--- src/mof_pkg.sv ---
// constants, types and carriers for the main oscillator control block
// assumes one 20 MHz reference clock and clocks that arrive as pin levels
//
// What this block does
// - after reset the oscillator stays off and the system runs from the slow clock.
// - clearing the enable stops the oscillator and clears the stable flag at once.
// - a write setting the enable clears the stable flag and loads the slow/8 down-counter.
// - the start-up count is eight bits wide, bounding the longest start-up wait.
// - a slow/8 tick with the down-counter already at zero sets the stable flag, raising an interrupt if masked in.
// - once stable, the meter counts main clock cycles from the next slow clock rise.
// - on the 16th slow clock fall the meter stops and sets its ready bit.
// - the final meter value is readable and equals main cycles in 15.5 slow periods, from the slow rise to the 16th fall.
// - the generator outputs the slow, main oscillator and both pll clocks.
package mof_pkg;

	// reference clock and derived figures
	localparam int REF_CLK_HZ        = 20000000;
	localparam int REF_PERIOD_NS     = 1000000000 / REF_CLK_HZ;

	// field widths
	localparam int STARTUP_CNT_W     = 8;
	localparam int FREQ_CNT_W        = 16;
	localparam int SLOW_DIV_W        = 3;
	localparam int FALL_CNT_W        = 5;

	// timing counts
	localparam logic [SLOW_DIV_W-1:0] SLOW_DIV_LAST  = 3'h7; // slow clock / 8
	localparam logic [FALL_CNT_W-1:0] MEAS_FALL_LAST = 5'h0f; // 16th fall

	// reset values and the meter saturation limit
	localparam logic [STARTUP_CNT_W-1:0] STARTUP_CNT_RST = 8'h00;
	localparam logic [FREQ_CNT_W-1:0]    FREQ_CNT_RST    = 16'h0000;
	localparam logic [FREQ_CNT_W-1:0]    FREQ_CNT_MAX    = 16'hffff;

	// indices of the sampled clock pins
	localparam int PIN_SLOW   = 0;
	localparam int PIN_MAIN   = 1;
	localparam int PIN_XTAL   = 2;
	localparam int PIN_PLL_A  = 3;
	localparam int PIN_PLL_B  = 4;
	localparam int PIN_COUNT  = 5;

	// frequency meter phases
	typedef enum logic [1:0] {
		MEAS_IDLE,
		MEAS_WAIT_RISE,
		MEAS_COUNT,
		MEAS_DONE
	} mof_meas_t;

	// clock outputs of the generator
	typedef struct packed {
		logic slow_clock;
		logic main_osc_clock;
		logic pll_a_clock;
		logic pll_b_clock;
	} mof_clk_out_t;

	// whole state of the control block
	typedef struct packed {
		logic                     osc_en;
		logic                     bypass;
		logic                     counting;
		logic [STARTUP_CNT_W-1:0] startup_cnt;
		logic [SLOW_DIV_W-1:0]    div_cnt;
		logic                     stable;
		logic                     stable_irq;
		logic                     ready;
		mof_meas_t                meas;
		logic [FALL_CNT_W-1:0]    fall_cnt;
		logic [FREQ_CNT_W-1:0]    freq_cnt;
		logic                     on_slow;
		mof_clk_out_t             clk_out;
	} mof_state_t;

endpackage : mof_pkg

--- src/mof_sync.sv ---
// two-flop synchroniser with edge detection for one pin level
// assumes the pin is asynchronous to ref_clk
`timescale 1ns/10ps
`default_nettype none
module mof_sync (
	// clock and reset
	input  wire logic ref_clk,
	input  wire logic reset,
	// pin in
	input  wire logic pin_in,
	// synchronised level and edges
	output logic      level,
	output logic      rise,
	output logic      fall
);
	logic meta_reg;
	logic sync_reg;
	logic prev_reg;

	// first flop feeds only the second one
	always_ff @(posedge ref_clk or posedge reset) begin
		if (reset) begin
			meta_reg <= 1'b0;
			sync_reg <= 1'b0;
			prev_reg <= 1'b0;
		end else begin
			meta_reg <= pin_in;
			sync_reg <= meta_reg;
			prev_reg <= sync_reg;
		end
	end

	// edges from the settled stages only
	assign level = sync_reg;
	assign rise  = sync_reg & ~prev_reg;
	assign fall  = ~sync_reg & prev_reg;
endmodule : mof_sync
`default_nettype wire

--- src/mof_top.sv ---
// main oscillator enable, start-up countdown and frequency meter
// assumes control inputs come from logic on ref_clk; clocks come from pins
`timescale 1ns/10ps
`default_nettype none
module mof_top
	import mof_pkg::*;
(
	// clock and reset
	input  wire logic                     ref_clk,
	input  wire logic                     reset,
	// control write from software
	input  wire logic                     ctrl_write,
	input  wire logic                     main_osc_enable,
	input  wire logic                     osc_bypass_select,
	input  wire logic [STARTUP_CNT_W-1:0] osc_startup_count,
	input  wire logic                     stable_irq_mask,
	// clock pins
	input  wire logic                     slow_clock,
	input  wire logic                     main_osc_clock,
	input  wire logic                     osc_input_pin,
	input  wire logic                     pll_a_clock,
	input  wire logic                     pll_b_clock,
	// status
	output logic                          main_osc_stable_flag,
	output logic                          stable_irq,
	output logic                          freq_measure_ready,
	output logic [FREQ_CNT_W-1:0]         main_freq_count,
	output logic                          osc_power_on,
	output logic                          sys_on_slow_clock,
	// generated clocks
	output mof_clk_out_t                  clk_out
);
	mof_state_t st_reg;
	mof_state_t st_next;

	logic [PIN_COUNT-1:0] pin_raw;
	logic [PIN_COUNT-1:0] pin_lvl;
	logic [PIN_COUNT-1:0] pin_rise;
	logic [PIN_COUNT-1:0] pin_fall;
	logic                 slow_tick;
	logic                 src_rise;
	logic                 src_lvl;

	// every clock pin is brought into ref_clk before use
	assign pin_raw[PIN_SLOW]  = slow_clock;
	assign pin_raw[PIN_MAIN]  = main_osc_clock;
	assign pin_raw[PIN_XTAL]  = osc_input_pin;
	assign pin_raw[PIN_PLL_A] = pll_a_clock;
	assign pin_raw[PIN_PLL_B] = pll_b_clock;

	// one synchroniser per pin
	genvar gi;
	generate
		for (gi = 0; gi < PIN_COUNT; gi++) begin : g_sync
			mof_sync u_sync (
				.ref_clk (ref_clk),
				.reset   (reset),
				.pin_in  (pin_raw[gi]),
				.level   (pin_lvl[gi]),
				.rise    (pin_rise[gi]),
				.fall    (pin_fall[gi])
			);
		end
	endgenerate

	// slow clock divided by eight as a one-cycle enable
	assign slow_tick = pin_rise[PIN_SLOW] && (st_reg.div_cnt == SLOW_DIV_LAST);

	// main clock source: pin in bypass, oscillator otherwise; sampled at
	// 20 MHz so the meter only resolves main clocks below 10 MHz
	assign src_rise = st_reg.bypass ? pin_rise[PIN_XTAL] : pin_rise[PIN_MAIN];
	assign src_lvl  = st_reg.bypass ? pin_lvl[PIN_XTAL] : pin_lvl[PIN_MAIN];

	// next state
	always_comb begin
		st_next = st_reg;

		// divider runs freely on slow clock rises
		if (pin_rise[PIN_SLOW]) begin
			st_next.div_cnt = st_reg.div_cnt + 3'h1;
		end

		// start-up countdown on slow / 8
		if (st_reg.counting && slow_tick) begin
			if (st_reg.startup_cnt == STARTUP_CNT_RST) begin
				st_next.counting = 1'b0;
				st_next.stable   = 1'b1;
			end else begin
				st_next.startup_cnt = st_reg.startup_cnt - 8'h01;
			end
		end

		// frequency meter
		case (st_reg.meas)
			MEAS_IDLE: begin
				if (st_reg.stable && !st_reg.ready) begin
					st_next.meas = MEAS_WAIT_RISE;
				end
			end
			MEAS_WAIT_RISE: begin
				if (pin_rise[PIN_SLOW]) begin
					st_next.meas     = MEAS_COUNT;
					st_next.freq_cnt = FREQ_CNT_RST;
					st_next.fall_cnt = '0;
				end
			end
			MEAS_COUNT: begin
				// saturate rather than wrap on a fast source
				if (src_rise && st_reg.freq_cnt != FREQ_CNT_MAX) begin
					st_next.freq_cnt = st_reg.freq_cnt + 16'h0001;
				end
				if (pin_fall[PIN_SLOW]) begin
					if (st_reg.fall_cnt == MEAS_FALL_LAST) begin
						st_next.meas  = MEAS_DONE;
						st_next.ready = 1'b1;
					end else begin
						st_next.fall_cnt = st_reg.fall_cnt + 5'h01;
					end
				end
			end
			MEAS_DONE: begin
				st_next.meas = MEAS_DONE; // value held for reading
			end
			default: begin
				st_next.meas = MEAS_IDLE;
			end
		endcase

		// software write overrides the countdown in the same cycle
		if (ctrl_write) begin
			st_next.osc_en = main_osc_enable;
			st_next.bypass = osc_bypass_select;
			st_next.stable = 1'b0;
			if (main_osc_enable) begin
				st_next.counting    = 1'b1;
				st_next.startup_cnt = osc_startup_count;
			end else begin
				st_next.counting = 1'b0;
				st_next.ready    = 1'b0;
				st_next.meas     = MEAS_IDLE;
			end
		end

		// system stays on the slow clock until the oscillator is valid
		st_next.on_slow    = !st_next.stable;
		st_next.stable_irq = st_reg.stable && stable_irq_mask;

		// generated clocks, main gated off while disabled and not in bypass
		st_next.clk_out.slow_clock     = pin_lvl[PIN_SLOW];
		st_next.clk_out.main_osc_clock = src_lvl &&
			(st_reg.osc_en || st_reg.bypass);
		st_next.clk_out.pll_a_clock    = pin_lvl[PIN_PLL_A];
		st_next.clk_out.pll_b_clock    = pin_lvl[PIN_PLL_B];
	end

	// state register; oscillator off after reset
	always_ff @(posedge ref_clk or posedge reset) begin
		if (reset) begin
			st_reg             <= '0;
			st_reg.startup_cnt <= STARTUP_CNT_RST;
			st_reg.freq_cnt    <= FREQ_CNT_RST;
			st_reg.meas        <= MEAS_IDLE;
			st_reg.on_slow     <= 1'b1;
		end else begin
			st_reg <= st_next;
		end
	end

	// outputs straight from the state register
	assign main_osc_stable_flag = st_reg.stable;
	assign stable_irq           = st_reg.stable_irq;
	assign freq_measure_ready   = st_reg.ready;
	assign main_freq_count      = st_reg.freq_cnt;
	assign osc_power_on         = st_reg.osc_en;
	assign sys_on_slow_clock    = st_reg.on_slow;
	assign clk_out              = st_reg.clk_out;

	// checks
	a_off_after_reset: assert property (@(posedge ref_clk)
		$fell(reset) |-> !osc_power_on && sys_on_slow_clock)
		else $error("oscillator not off after reset");

	a_disable_clears: assert property (@(posedge ref_clk) disable iff (reset)
		ctrl_write && !main_osc_enable |=> !main_osc_stable_flag && !osc_power_on)
		else $error("disable did not clear stable flag");

	a_enable_loads: assert property (@(posedge ref_clk) disable iff (reset)
		ctrl_write && main_osc_enable |=>
			!main_osc_stable_flag && st_reg.counting &&
			st_reg.startup_cnt == $past(osc_startup_count))
		else $error("enable did not load start-up count");

	a_count_decrement: assert property (@(posedge ref_clk) disable iff (reset)
		!ctrl_write && st_reg.counting && slow_tick &&
		st_reg.startup_cnt != 8'h00 |=>
			st_reg.startup_cnt == $past(st_reg.startup_cnt) - 8'h01)
		else $error("start-up count not decremented");

	a_stable_set: assert property (@(posedge ref_clk) disable iff (reset)
		!ctrl_write && st_reg.counting && slow_tick &&
		st_reg.startup_cnt == 8'h00 |=> main_osc_stable_flag ##1 
			(stable_irq == $past(stable_irq_mask)))
		else $error("stable flag or interrupt missing");

	a_meter_start: assert property (@(posedge ref_clk) disable iff (reset)
		!ctrl_write && st_reg.meas == MEAS_WAIT_RISE && pin_rise[PIN_SLOW] |=>
			st_reg.meas == MEAS_COUNT && main_freq_count == 16'h0000)
		else $error("meter did not start on slow rise");

	a_ready_16th: assert property (@(posedge ref_clk) disable iff (reset)
		!ctrl_write && st_reg.meas == MEAS_COUNT && pin_fall[PIN_SLOW] |=>
			freq_measure_ready == ($past(st_reg.fall_cnt) == MEAS_FALL_LAST))
		else $error("ready not on 16th slow fall");

	a_value_held: assert property (@(posedge ref_clk) disable iff (reset)
		freq_measure_ready |=> $stable(main_freq_count))
		else $error("meter value moved after ready");

	a_ready_cleared: assert property (@(posedge ref_clk) disable iff (reset)
		ctrl_write && !main_osc_enable |=> !freq_measure_ready)
		else $error("ready not cleared on disable");

	c_startup_done: cover property (@(posedge ref_clk) disable iff (reset)
		$rose(main_osc_stable_flag));
	c_measure_done: cover property (@(posedge ref_clk) disable iff (reset)
		$rose(freq_measure_ready));
	c_irq_raised: cover property (@(posedge ref_clk) disable iff (reset)
		$rose(stable_irq));
endmodule : mof_top
`default_nettype wire

--- config.mk ---
export PLATFORM = sky130hd
export DESIGN_NAME = mof_top
export DESIGN_NICKNAME = d
export VERILOG_FILES = /design/src/mof_pkg.sv /design/src/mof_sync.sv /design/src/mof_top.sv
export SDC_FILE = /design/constraint.sdc
export NUM_CORES = 1
export LEC_CHECK = 0
export BUFFER_PORTS_ARGS = -buffer_cell sky130_fd_sc_hd__buf_2
export CORE_UTILIZATION = 30
export DETAILED_ROUTE_END_ITERATION = 8
export PLACE_DENSITY = 0.48
export SYNTH_ARGS = -nofsm -noshare
export SYNTH_HDL_FRONTEND = slang
export SYNTH_HIERARCHICAL = 1
export SYNTH_SLANG_ARGS = --single-unit
--- constraint.sdc ---
create_clock -name ref_clk -period 2.1 [get_ports ref_clk]
set_input_delay 0.42 -clock ref_clk [delete_from_list [all_inputs] [get_ports ref_clk]]
set_output_delay 0.42 -clock ref_clk [all_outputs]
set_load 0.01 [all_outputs]
==> impl_metrics.csv <==
group,metric,value,unit
timing,fin_setup_tns,0,ps
critical_path,critPathMaxFanout,4,
layout,seqCellArea,1450,um^2
global_routing,grt_max_degree,28,
timing,tightestPinTransition,434,ps
critical_path,worstSetupPathType,"reg2reg",
detailed_routing,drtPass1Iterations,4,
detailed_routing,via_per_inst,4.60,
synth,synth_fp_nets,297,
critical_path,cp-end-kind,"flip-flop",
die,rows,35,
detailed_routing,wl,5.63,mm
placed_design,routabilityCongestion,0.752,
timing,setup_slack,169,ps
placed_design,dpl.cell_count,420,
detailed_routing,wl_per_cell,12.9,um
critical_path,cpMaxStageDelayCell,"dfrtp_1",
min_path,hold_class,"in2reg",
placed_design,dp_hpwl,3.97,mm
clocking,clock_sinks,58,
critical_path,start_kind,"flip-flop",
global_routing,gr-total-overflow,0,
timing,final_hold_viol_count,0,
clocking,clk_path_buf_depth,2,
clocking,cts_max_level,3,
pwr,peakVddDrop,363,uV
timing,min_period,1930,ps
clocking,post_cts_buffers,0,
layout,multi_input_area,1170,um^2
clocking,cts_tree,"built",
critical_path,path_cells,"ha_1, and3_1, ha_1, nor4bb_2, nand4_1, xnor2_1, and2_1",
detailed_routing,postRouteAntennaNets,0,
critical_path,crit_arrival,2170,ps
layout,largest_reg_flops,20,
pwr,power,0.00248,W
timing,hold_ws,181,ps
detailed_routing,drt-initial-drc-count,43,
flow_run,maxCapViolCount,0,
die,io_pins,44,
pwr,power.leakage,1.50,nW
pwr,powerDensity,754,nW/um^2
critical_path,cp_data_required_time,2340,ps
detailed_routing,post-route-drc-count,0,
global_routing,grt_pass1_vias,1952,
synth,syn_avg_cell_area,10.6,um^2
placed_design,portBuffers,43,
clocking,numCtsBuffers,9,
global_routing,gr-usage-all-layers,0.124,
run_status,status,"finished, final reports clean",
timing,setup_viol,0,
critical_path,cp_common_cell,"ha_1",
timing,maxSlewHeadroom,0.708,
layout,num_antenna_cells,0,
synth,syn_area,2870,um^2
global_routing,grt_antenna_before_repair,0,
clocking,worstSkewPairLatency,340,ps
critical_path,rrSetupSlack,170,ps
timing,clock_skew,13.4,ps
placed_design,place_ws,95.5,ps
global_routing,grt_pass1_wl,9.52,mm
layout,drive_above_1_share,0.269,
die,die-area,9950,um^2
die,coreArea,9240,um^2
timing,fin_crit_sh,0.920,
clocking,clk_pin_slew_worst_paths,80,ps
die,initial_core_util,0.310,
layout,final_cells,437,
detailed_routing,num_vias,2009,
timing,rsz0062_at_grt,"false",
layout,area_growth,14.8,%
timing,fmaxAchievable,518,MHz
critical_path,slowest_delay,410,ps
synth,syn_inst,271,
die,fp.dieH,99.8,um
clocking,cts-root-buf,"clkbuf_8",
die,die_w,99.8,um
layout,nets,329,
timing,slew_violations,0,
synth,yosysWarnings,6,
layout,num-fill-cells,936,
## report_power, final
group          switching [W]  internal [W]
combinational       0.000127      0.000124
sequential         0.0000718       0.00121
clock               0.000487      0.000459
total               0.000686       0.00180
## critical path, delay by kind of cell, from the launching register on
family                   cells  cell delay [ps]
AND/OR/NAND/NOR              4              850
XOR/XNOR                     1              140
flip-flops                   1              410
adder cells (fa/ha/maj)      2              450
## final timing paths
check / startpoint / endpoint / depth (start not counted)
max in group asynchronous: reset / main_freq_count[13]$_DFFE_PP0P_ / 4
min in group asynchronous: reset / g_sync[4].u_sync/level$_DFF_PP0_ / 3
setup reg to reg: st_reg[21]$_DFFE_PP0P_ / st_reg[24]$_DFFE_PP0P_ / 7
hold / removal: pll_a_clock / g_sync[3].u_sync/meta_reg$_DFF_PP0_ / 1
hold reg to reg: g_sync[0].u_sync/meta_reg$_DFF_PP0_ / g_sync[0].u_sync/level$_DFF_PP0_ / 0
setup / recovery: st_reg[21]$_DFFE_PP0P_ / st_reg[24]$_DFFE_PP0P_ / 7
## per-layer routing
metal	share of wire	track usage	wire, um
met3	0.032	0.0286	180
met4	0.022	0.0724	124
met2	0.45	0.193	2540
met1	0.49	0.158	2790
met5	0	0	0
## per-stage QoR
| step | util | cell area [um^2] |
|---|---|---|
| after floorplan | - | 2870 |
| after global placement | 0.335 | 3100 |
| after detailed placement | 0.335 | 3100 |
| after CTS | 0.356 | 3290 |
| after global routing | 0.356 | 3290 |
| final | 0.356 | 3290 |
## placed cells by master, fill, tap and decap left out, drive strengths merged, types with 3 or more instances in the layout
master,count
clkinvlp,3
nor2,11
and2,4
clkbuf,10
xnor2,4
ha,7
and3,5
nor3,5
mux2,5
nand3,16
mux2i,9
a21boi,3
xor2,3
nand4,8
nand2,21
inv,16
o21ai,17
nand2b,4
dfrtp,57
nor3b,4
nor4b,4
a31oi,4
nor2b,4
buf,47
or4,4
a21oi,13
## layout make-up
class,count,share of cell area
clock buffers,10,0.0418
clock inverters,6,0.0125
inverters,15,0.0171
multi-input cells,171,0.357
flip-flops and latches,58,0.441
well taps,129,0.0490
repair buffers,48,0.0813
## timing repair
item                                   in CTS  in global routing
setup endpoints to repair                   0                  1
endpoints found under the hold margin      13                  0
gates resized for setup                     0                  1
hold buffers                                1                  0
No activity file was read; power rests on OpenSTA's default activity.
